$ cat src/rtl/tma_map.svh
`ifndef TMA_MAP_SVH
`define TMA_MAP_SVH

// register indices on the plain register port
`define TMA_ADDR_W 3
`define TMA_DATA_W 16
`define TMA_REG_TEMP 3'h0
`define TMA_REG_CONF 3'h1
`define TMA_REG_HYST 3'h2
`define TMA_REG_TOS 3'h3
`define TMA_REG_STAT 3'h4
`define TMA_REG_MASK 3'h5
`define TMA_REG_ADDR 3'h6

// temperature word layout: 9-bit two's complement in bits 15..7
`define TMA_TEMP_W 9
`define TMA_TEMP_LSB 7

// configuration fields
`define TMA_CONF_W 5
`define TMA_CONF_SHUT 0
`define TMA_CONF_INT 1
`define TMA_CONF_POL 2
`define TMA_CONF_FQ_LO 3
`define TMA_CONF_RST 5'h00

// reset thresholds in 0.5 degree steps: 80 C and 75 C
`define TMA_TOS_RST 9'h0a0
`define TMA_HYST_RST 9'h096

// interrupt status bits
`define TMA_IRQ_W 2
`define TMA_IRQ_CONV 0
`define TMA_IRQ_ALERT 1

// target address: fixed upper nibble, straps below
`define TMA_TADDR_HI 4'h9

// conversion period
`define TMA_CONV_MS 100
`define TMA_CLK_KHZ 100000
`define TMA_CONV_CYCLES (`TMA_CONV_MS * `TMA_CLK_KHZ)
`define TMA_CNT_W 24

`endif

$ cat src/rtl/tma_pkg.sv
package tma_pkg;

  typedef enum logic [1:0] {
    TMA_CV_RUN = 2'b00,
    TMA_CV_SHUT = 2'b01,
    TMA_CV_WAIT = 2'b10
  } tma_cv_t;

  typedef struct packed {
    tma_cv_t cv;
    logic [23:0] cnt;
    logic [8:0] temp;
    logic [8:0] tos;
    logic [8:0] hyst;
    logic [4:0] conf;
    logic [2:0] faults;
    logic alert;
    logic look_low;
    logic [1:0] stat;
    logic [1:0] mask;
    logic [15:0] rdata;
    logic irq;
    logic od_oe_b;
    logic [6:0] taddr;
    logic [1:0] strap_done;
    logic [8:0] adc_prev;
    logic [8:0] adc_hold;
  } tma_state_t;

endpackage

$ cat src/rtl/tma_sync.sv
`timescale 1ns/1ps
`default_nettype none

// two-flop synchroniser for pins from outside the clock domain
module tma_sync #(
  parameter int W = 1
) (
  input wire logic clk_sys,
  input wire logic rst_b,
  input wire logic [W-1:0] d,
  output logic [W-1:0] q
);

  typedef struct packed {
    logic [W-1:0] s1;
    logic [W-1:0] s2;
  } tma_sync_t;

  tma_sync_t st_r;
  tma_sync_t st_nxt;

  // first stage feeds only the second
  always_comb begin
    st_nxt.s1 = d;
    st_nxt.s2 = st_r.s1;
  end

  always_ff @(posedge clk_sys or negedge rst_b) begin
    if (!rst_b) begin
      st_r <= '0;
    end else begin
      st_r <= st_nxt;
    end
  end

  assign q = st_r.s2;

endmodule

`default_nettype wire

$ cat src/rtl/tma_top.sv
// Contract
// - conversion yields a 9-bit result for the register port and comparator
// - stored result refreshes once per conversion, period 100 ms
// - temperature readable any time, returning the last completed result
// - a read aborts a running conversion, restarting it after the read
// - alert goes active when temperature rises above alarm threshold
// - alert has comparator and latched interrupt behaviours
// - host writes both thresholds and reads back stored values
// - reset gives comparator mode, alarm 80 C, release 75 C
// - three straps give the low address bits, eight devices per bus
// - alert needs 1, 2, 4 or 6 consecutive over-limit conversions
// - results compared against both setpoint and hysteresis value
// - mode and active polarity programmable, pin follows polarity
// - values are 9-bit two's complement, one step 0.5 C
// - target address is 1001 followed by the three strap bits
// - comparator alert holds until temperature drops below release
// - interrupt alert latches until any read, then rearms on release
`timescale 1ns/1ps
`default_nettype none
`include "tma_map.svh"

module tma_top
  import tma_pkg::*;
#(
  parameter int CONV_CYCLES = `TMA_CONV_CYCLES
) (
  input wire logic clk_sys,
  input wire logic rst_b,
  input wire logic [`TMA_ADDR_W-1:0] reg_addr,
  input wire logic [`TMA_DATA_W-1:0] reg_wdata,
  input wire logic reg_wr,
  input wire logic reg_rd,
  output logic [`TMA_DATA_W-1:0] reg_rdata,
  input wire logic [`TMA_TEMP_W-1:0] adc_sample,
  input wire logic addr_strap_bit0,
  input wire logic addr_strap_bit1,
  input wire logic addr_strap_bit2,
  output logic [6:0] target_addr,
  output logic alert_od_out,
  output logic alert_od_oe_b,
  output logic irq
);

  localparam logic [23:0] CONV_LAST = 24'(CONV_CYCLES - 1);

  // behaviour notes for whoever touches this block next:
  // - the conversion time base counts clk_sys cycles; a result is taken
  //   only when the count runs out with no read and no shutdown pending
  // - any read strobe aborts the running conversion and the count starts
  //   over in the cycle after the strobe, so a host that polls faster
  //   than one conversion period never sees a fresh result
  // - the comparator looks at the held sample, not the raw pins, so a
  //   sample that changes in the last cycles of a conversion is missed
  // - the fault counter only moves when a conversion completes; writes
  //   to the thresholds take effect at the next completed conversion
  // - in comparator mode the same fault count is needed to release the
  //   alert as to raise it, which slows the release on purpose
  // - in interrupt mode the latch is cleared by any read or shutdown,
  //   and the direction it looks for flips after every trip
  // - a mode change keeps the alert and the fault count as they are
  // - straps are caught once, three edges after reset; moving them later
  //   has no effect until the next reset
  // - the status bits are sticky and a read of the status index clears
  //   them, but an event in that same cycle still sets its bit
  // - the level interrupt output follows status and mask from the same
  //   edge, so it drops in the cycle after the clearing read
  // - reads of the sample index return the last completed result with
  //   the seven low bits zero
  // - shutdown halts the count; the last result and the thresholds stay
  //   readable and writable
  // - the open-drain pin is only ever pulled low; its high level comes
  //   from the board, so the data output is tied low and the enable
  //   alone carries the alert

  tma_state_t st_r;
  tma_state_t st_nxt;
  logic [`TMA_TEMP_W-1:0] adc_s;
  logic [2:0] strap_s;

  // analog result and straps come from outside the clock domain
  tma_sync #(
    .W(`TMA_TEMP_W)
  ) u_adc_sync (
    .clk_sys(clk_sys),
    .rst_b(rst_b),
    .d(adc_sample),
    .q(adc_s)
  );

  tma_sync #(
    .W(3)
  ) u_strap_sync (
    .clk_sys(clk_sys),
    .rst_b(rst_b),
    .d({addr_strap_bit2, addr_strap_bit1, addr_strap_bit0}),
    .q(strap_s)
  );

  // fault queue depth from the two config bits
  // coding 11 asks for six faults, the longest run supported
  function automatic logic [2:0] fq_need(input logic [1:0] sel);
    case (sel)
      2'b00: fq_need = 3'h1;
      2'b01: fq_need = 3'h2;
      2'b10: fq_need = 3'h4;
      default: fq_need = 3'h6;
    endcase
  endfunction

  logic conv_end;
  logic over;
  logic under;
  logic cond;
  logic trip;
  logic [2:0] need;
  logic [2:0] faults_inc;
  logic shut;
  logic int_mode;
  logic alert_rise;
  logic [8:0] new_temp;

  // conversion end and comparator terms
  always_comb begin
    shut = st_r.conf[`TMA_CONF_SHUT];
    int_mode = st_r.conf[`TMA_CONF_INT];
    // a read or a shutdown in the last count cycle aborts the result
    conv_end = (st_r.cv == TMA_CV_RUN) && (st_r.cnt == CONV_LAST)
      && !reg_rd && !shut;
    // only a sample word that held still for two cycles is used
    new_temp = st_r.adc_hold;
    over = $signed(new_temp) > $signed(st_r.tos);
    under = $signed(new_temp) < $signed(st_r.hyst);
    if (int_mode) begin
      cond = st_r.look_low ? under : over;
    end else begin
      cond = st_r.alert ? under : over;
    end
    need = fq_need(st_r.conf[`TMA_CONF_FQ_LO +: 2]);
    faults_inc = st_r.faults + 3'h1;
    trip = conv_end && cond && (faults_inc >= need);
  end

  // next-state logic
  always_comb begin
    st_nxt = st_r;
    alert_rise = 1'b0;

    // straps need two edges through the synchroniser before they are
    // valid, so the address is caught on the third edge after reset
    if (st_r.strap_done != 2'h3) begin
      st_nxt.strap_done = st_r.strap_done + 2'h1;
    end
    if (st_r.strap_done == 2'h2) begin
      st_nxt.taddr = {`TMA_TADDR_HI, strap_s};
    end

    // the sample pins are synced bit by bit, so a word caught while
    // the pins change may be torn; accept it only once it repeats
    st_nxt.adc_prev = adc_s;
    if (adc_s == st_r.adc_prev) begin
      st_nxt.adc_hold = adc_s;
    end

    // conversion time base: run, wait out a read, or stand still in
    // shutdown; the count restarts from zero on every way back to run
    case (st_r.cv)
      TMA_CV_RUN: begin
        if (shut) begin
          st_nxt.cv = TMA_CV_SHUT;
          st_nxt.cnt = '0;
        end else if (reg_rd) begin
          st_nxt.cv = TMA_CV_WAIT;
          st_nxt.cnt = '0;
        end else if (conv_end) begin
          st_nxt.cnt = '0;
          st_nxt.temp = new_temp;
        end else begin
          st_nxt.cnt = st_r.cnt + 24'h1;
        end
      end
      TMA_CV_WAIT: begin
        // restart only once the read is over
        if (shut) begin
          st_nxt.cv = TMA_CV_SHUT;
        end else if (!reg_rd) begin
          st_nxt.cv = TMA_CV_RUN;
        end
        st_nxt.cnt = '0;
      end
      TMA_CV_SHUT: begin
        st_nxt.cnt = '0;
        if (!shut) begin
          st_nxt.cv = TMA_CV_RUN;
        end
      end
      default: begin
        st_nxt.cv = TMA_CV_RUN;
        st_nxt.cnt = '0;
      end
    endcase

    // consecutive fault count, evaluated at conversion end only
    // the count clears after a trip so the next change needs a full run
    if (conv_end) begin
      if (trip) begin
        st_nxt.faults = '0;
      end else if (cond) begin
        st_nxt.faults = faults_inc;
      end else begin
        st_nxt.faults = '0;
      end
    end

    // alert state
    // comparator mode toggles on each trip, interrupt mode sets the latch
    // and flips the direction it waits for
    if (trip) begin
      if (int_mode) begin
        st_nxt.alert = 1'b1;
        st_nxt.look_low = !st_r.look_low;
        alert_rise = !st_r.alert;
      end else begin
        st_nxt.alert = !st_r.alert;
        alert_rise = !st_r.alert;
      end
    end
    // interrupt mode: any read or shutdown releases the latch
    if (int_mode && (reg_rd || shut)) begin
      st_nxt.alert = 1'b0;
    end

    // register writes
    // read-only and unused indices are ignored without any sign
    if (reg_wr) begin
      case (reg_addr)
        `TMA_REG_CONF: begin
          st_nxt.conf = reg_wdata[`TMA_CONF_W-1:0];
        end
        `TMA_REG_HYST: begin
          st_nxt.hyst = reg_wdata[`TMA_TEMP_LSB +: `TMA_TEMP_W];
        end
        `TMA_REG_TOS: begin
          st_nxt.tos = reg_wdata[`TMA_TEMP_LSB +: `TMA_TEMP_W];
        end
        `TMA_REG_MASK: begin
          st_nxt.mask = reg_wdata[`TMA_IRQ_W-1:0];
        end
        default: begin
        end
      endcase
    end

    // register reads, data stands in the next cycle only
    // unused indices and idle cycles read as zero
    st_nxt.rdata = '0;
    if (reg_rd) begin
      case (reg_addr)
        `TMA_REG_TEMP: begin
          st_nxt.rdata = {st_r.temp, 7'h00};
        end
        `TMA_REG_CONF: begin
          st_nxt.rdata = {11'h000, st_r.conf};
        end
        `TMA_REG_HYST: begin
          st_nxt.rdata = {st_r.hyst, 7'h00};
        end
        `TMA_REG_TOS: begin
          st_nxt.rdata = {st_r.tos, 7'h00};
        end
        `TMA_REG_STAT: begin
          st_nxt.rdata = {14'h0000, st_r.stat};
        end
        `TMA_REG_MASK: begin
          st_nxt.rdata = {14'h0000, st_r.mask};
        end
        `TMA_REG_ADDR: begin
          st_nxt.rdata = {9'h000, st_r.taddr};
        end
        default: begin
          st_nxt.rdata = '0;
        end
      endcase
    end

    // sticky status: read clears, a new event in the same cycle wins
    // the mask only gates the level output, never the sticky bits
    if (reg_rd && (reg_addr == `TMA_REG_STAT)) begin
      st_nxt.stat = '0;
    end
    if (conv_end) begin
      st_nxt.stat[`TMA_IRQ_CONV] = 1'b1;
    end
    if (alert_rise) begin
      st_nxt.stat[`TMA_IRQ_ALERT] = 1'b1;
    end
    st_nxt.irq = |(st_nxt.stat & st_nxt.mask);

    // pin pulls low when alert matches active-low, or idle in active-high
    st_nxt.od_oe_b = !(st_nxt.alert ^ st_nxt.conf[`TMA_CONF_POL]);
  end

  // state register, reset defaults
  // thresholds come up at their defaults so the pin works without a host
  always_ff @(posedge clk_sys or negedge rst_b) begin
    if (!rst_b) begin
      st_r.cv <= TMA_CV_RUN;
      st_r.cnt <= '0;
      st_r.temp <= '0;
      st_r.tos <= `TMA_TOS_RST;
      st_r.hyst <= `TMA_HYST_RST;
      st_r.conf <= `TMA_CONF_RST;
      st_r.faults <= '0;
      st_r.alert <= 1'b0;
      st_r.look_low <= 1'b0;
      st_r.stat <= '0;
      st_r.mask <= '0;
      st_r.rdata <= '0;
      st_r.irq <= 1'b0;
      st_r.od_oe_b <= 1'b1;
      st_r.taddr <= '0;
      st_r.strap_done <= '0;
      st_r.adc_prev <= '0;
      st_r.adc_hold <= '0;
    end else begin
      st_r <= st_nxt;
    end
  end

  // outputs straight from flops
  // the data output stays low; only the enable moves the pin
  assign reg_rdata = st_r.rdata;
  assign target_addr = st_r.taddr;
  assign alert_od_out = 1'b0;
  assign alert_od_oe_b = st_r.od_oe_b;
  assign irq = st_r.irq;

endmodule

`default_nettype wire

$ cat config.mk
export PLATFORM = sky130hd
export DESIGN_NAME = tma_top
export DESIGN_NICKNAME = d
export VERILOG_FILES = /design/src/rtl/tma_pkg.sv /design/src/rtl/tma_sync.sv /design/src/rtl/tma_top.sv
export VERILOG_INCLUDE_DIRS = /design/src /design/src/rtl
export SDC_FILE = /design/constraint.sdc
export NUM_CORES = 1
export LEC_CHECK = 0
export BUFFER_PORTS_ARGS = -buffer_cell sky130_fd_sc_hd__buf_2
export CAP_MARGIN = 30
export CORE_MARGIN = 1.5
export CORE_UTILIZATION = 55
export DETAILED_ROUTE_END_ITERATION = 6
export GPL_TIMING_DRIVEN = 0
export HOLD_SLACK_MARGIN = 0.08
export PLACE_DENSITY_LB_ADDON = 0.15
export SLEW_MARGIN = 20
export SYNTH_ARGS = -nofsm -noshare
export SYNTH_HDL_FRONTEND = slang
export SYNTH_SLANG_ARGS = --single-unit
$ cat constraint.sdc
create_clock -name clk_sys -period 4.85 [get_ports clk_sys]
set_input_delay 0.485 -clock clk_sys [delete_from_list [all_inputs] [get_ports clk_sys]]
set_output_delay 0.485 -clock clk_sys [all_outputs]
set_load 0.05 [all_outputs]
**Word-level counts from Yosys, hierarchy flattened**

Cells that the tools add are included.

- Bits in registers: 133
- Word-level logic and storage cells: 101

- Add/subtract/negate cells: 3
- Magnitude comparators: 3
- Eq/ne operators: 17
- Mux-type cells: 28
- Bitwise operators: 4
- Reduce and logical (&&, ||, !) cells: 23

Operators by type and width:

| cell | number |
|---|---|
| $pmux W16 S7 | 1 |
| $pmux W26 S3 | 1 |
| $mux W24 | 2 |
| $mux W26 | 1 |
| $add A24 B1 Y24 const B | 1 |
| $eq A24 B24 Y1 const B | 1 |
| $mux W16 | 1 |
| $mux W2 | 8 |
| $mux W3 | 4 |
| $eq A3 B3 Y1 const B | 3 |
| $eq A9 B9 Y1 | 1 |
| $gt A9 B9 Y1 | 1 |
| $lt A9 B9 Y1 | 1 |
| $mux W1 | 9 |
| $pmux W3 S3 | 1 |
| $reduce_and A2 Y1 | 4 |
| $logic_and A1 B1 Y1 | 7 |
| $eq A2 B2 Y1 const B | 3 |
| $eq A3 B2 Y1 const B | 2 |
| $ne A3 B3 Y1 const B | 2 |
| $logic_not A1 Y1 | 5 |
| $eq A2 B1 Y1 const B | 2 |
| $logic_not A2 Y1 | 2 |
| $ne A2 B2 Y1 const B | 2 |
| 12 further kinds | 13 |

**Longest topological paths before layout**

- Depth in word-level cells: 10
- Depth in mapped cells: 9
- Mapped depth without buffers: 9

**Modules after synthesis**

From an unflattened synthesis, not the netlist that was laid out.

- Cell total of the unflattened synthesis: 513
- Area, all modules: 5846.9 µm²

By module, submodules not included:

| module | times used | cells each | area an instance (µm²) | seq. area each (µm²) |
|---|---|---|---|---|
| tma_top | 1 | 489 | 5246.3 | 2711.4 |
| tma_sync at u_adc_sync | 1 | 18 | 450.4 | 450.4 |
| tma_sync at u_strap_sync | 1 | 6 | 150.1 | 150.1 |

**Least setup slack after synthesis**

No wires, ideal clock.

- Kind: reg2reg
- Start point: register st_r[75] in the netlist's numbering
- End point: register st_r (netlist bit alert_od_oe_b)
- Arrival: 2140 ps
- Path slack: 2634 ps
- Cell stages (with the launch flop): 10
- Path buffers: 0
- Cell sequence: dfstp_2 inv_1 ha_1 nand4_1 or3_1 a21oi_1 a41oi_1 o41a_1 o21a_1 xnor2_1

RTL lines:

| element | RTL line | source |
|---|---|---|
| start: declaration | tma_top.sv:75 | `tma_state_t st_r;` |
| start signal: assignment | tma_top.sv:325 | `st_r <= st_nxt;` |

==> impl_metrics.json <==
{
  "ff2ff_path_depth": 9,
  "clk_latency_ns": 0.52,
  "wirelength_um": 10700,
  "maxSlewHeadroom_pct": 40.4,
  "die_h_um": 106,
  "grt_max_degree": 86,
  "grt_pass1_vias": 3974,
  "hold_violations": 0,
  "vdd_drop_max_mv": 0.209,
  "clock-skew-final_ns": 0.00784,
  "grtUsageTotal_pct": 21.1,
  "wl_per_cell_um": 14.2,
  "whs_path_depth": 3,
  "hold_ws_ns": 0.169,
  "synth_area_um2": 5870,
  "antenna_found_initial": 0,
  "n_antenna_cell": 0,
  "r2r_setup_slack_ns": 2.33,
  "die_area_um2": 11300,
  "max_cap_violations": 0,
  "tns_ns": 0,
  "cts.sinks": 132,
  "htreeDepth": 4,
  "ys.flop_type": "dfrtp_1",
  "critical_path.startpoint": "st_r[75]",
  "finalCritPeriodShare_pct": 52.0,
  "clk_pin_slew_ns": 0.06,
  "setup_viol": 0,
  "cts_buffer_depth": 2,
  "fin_crit_ns": 2.52,
  "synthToLayoutAreaGrowth_pct": 20.7,
  "initial_core_util_pct": 56.9,
  "status": "finished clean",
  "final.setup.worst_slack_ns": 2.33,
  "final_cell_mix": "125 x dfrtp_1, 54 x buf_2, 46 x nand2_1",
  "fmax_ghz": 0.397,
  "synth-seq-cells": 132,
  "min-delay-start": "reg_wdata[9]",
  "synth_edf_count": 0,
  "cts_made_buffers": 17,
  "grt_pass1_wl_um": 18300,
  "stdcell_area_um2": 7090,
  "ys_warn_count": 0,
  "synth-async-reset-ratio_pct": 100,
  "hold_class": "in2reg",
  "grt_setup_unrepaired": "false",
  "required_ns": 5.30,
  "firstDrtPassIters": 4,
  "synth.distinct_cells": 56,
  "ios": 61,
  "root_buffer": "clkbuf_8",
  "layout_commonest_cell": "dfrtp_1",
  "crit_arrival_ns": 2.97,
  "rows": 37,
  "post-place-ws_ns": 2.36,
  "powerDensity_nw_per_um2": 407,
  "num_vias": 4007,
  "cp_max_fo": 5,
  "hpwl_um": 7360,
  "vias_per_cell": 5.32,
  "crit_path_end_kind": "flop",
  "critPathKind": "reg2reg",
  "fill_cells": 787,
  "overflow": 0,
  "drive_gt1_share_pct": 24.1,
  "place_area_um2": 6350,
  "reg2reg_from": "st_r[75]",
  "postRouteAntennaNets": 0,
  "slew_viol_final": 0,
  "postCtsHoldBufs": 13,
  "cts_resized": 0,
  "fin_util_pct": 68.6,
  "ys_seq_area_share_pct": 56.4,
  "tightest_slew_ns": 0.892,
  "hold_path_end": "st_r[61]",
  "synth.avg_cell_area_um2": 11.4,
  "start_kind": "flop",
  "routabilityCongestion": 0.902,
  "syn_inst": 516,
  "port_buffers": 53,
  "core-area_um2": 10300,
  "drt_iter0_drc": 180,
  "nets": 664,
  "cts_tree": "built",
  "drc": 0,
  "p_leak_nw": 3.37,
  "die-width_um": 106,
  "reg2reg_to": "alert_od_oe_b",
  "cts_setup_buffers": 0
}
[worst max path at each step]
stage | end | slack (ns) | depth (start not counted)
detailed placement | alert_od_oe_b | 2.36 | 9
CTS | alert_od_oe_b | 2.32 | 9
floorplan | alert_od_oe_b | 2.63 | 9
finish | alert_od_oe_b | 2.33 | 9
global placement | u_strap_sync.q[0] | 1.67 | 1
global route | alert_od_oe_b | 2.07 | 9
[Yosys cell counts (all sizes together), types with 9 or more instances]
cell    number  area share (%)
a21oi       12             1.0
ha          24             5.1
nor2        41             2.6
dfrtp      125              53
a22oi        9             1.2
nand2       47             3.0
o21ai       28             2.4
inv         27             1.7
xnor2       12             1.8
xor2        19             2.8
buf         27             3.3
clkbuf       9            0.58
mux2        37             7.1
nand3       12             1.0
[per-layer routing]
| layer | GRT usage, % | vias to the layer above | wire length [um] |
|---|---|---|---|
| li1 | - | 1939 | - |
| met4 | 8.40 | 0 | 124 |
| met3 | 5.89 | 14 | 491 |
| met2 | 33.1 | 100 | 5090 |
| met5 | 0 | - | 0 |
| met1 | 27.7 | 1954 | 5010 |
[power breakdown]
part / total [mW] / internal, mW / switching [mW]
sequential: 1.24 / 1.19 / 0.0545
combinational: 0.348 / 0.144 / 0.204
clock: 1.30 / 0.831 / 0.465
total: 2.89 / 2.16 / 0.723
[flip-flops by register name, indices dropped and copies added, names as in the netlist, 3 cells and up]
register             cells
st_r                    76
reg_rdata               15
new_temp                 9
u_adc_sync.q             9
u_adc_sync.st_nxt        9
target_addr              4
u_strap_sync.q           3
u_strap_sync.st_nxt      3
[kinds of logic after synthesis]
group | Yosys count | synth area share (%)
xor gates and xnor gates | 31 | 4.62
DFF | 132 | 56.4
other | 1 | 0.0639
and+or+nand+nor | 154 | 12.8
adders and majority gates | 24 | 5.11
muxes | 40 | 7.61
AOI/OAI and AO/OA | 71 | 7.78
buffers and inverters | 63 | 5.60
[worst max-delay path: stages, from the launching register on]
cell and delay [ns]:
dfstp_2 0.55, inv_1 0.05, ha_1 0.32, nand2_1 0.08
o311ai_0 0.31, a21oi_1 0.08, a41oi_1 0.48, a211oi_2 0.20
o21a_1 0.24, xnor2_1 0.16
[cell type report]
type,instances,area (um^2),share of cell area [%]
buffer,36,228,3.21
clock buffer,18,418,5.90
clock inverter,13,185,2.61
inverter,27,101,1.43
multi-input combinational,324,2240,31.7
sequential,132,3310,46.7
tap,136,170,2.40
timing repair buffer,67,429,6.06
[metrics by stage]
step                      power, mW  instances
after CTS                      2.91        753
after floorplan                1.49        519
after global placement         1.58        708
final                          2.89        753
after global routing           3.02        753
after detailed placement       1.60        709
Note: power is estimated with default switching activity, not from simulation.
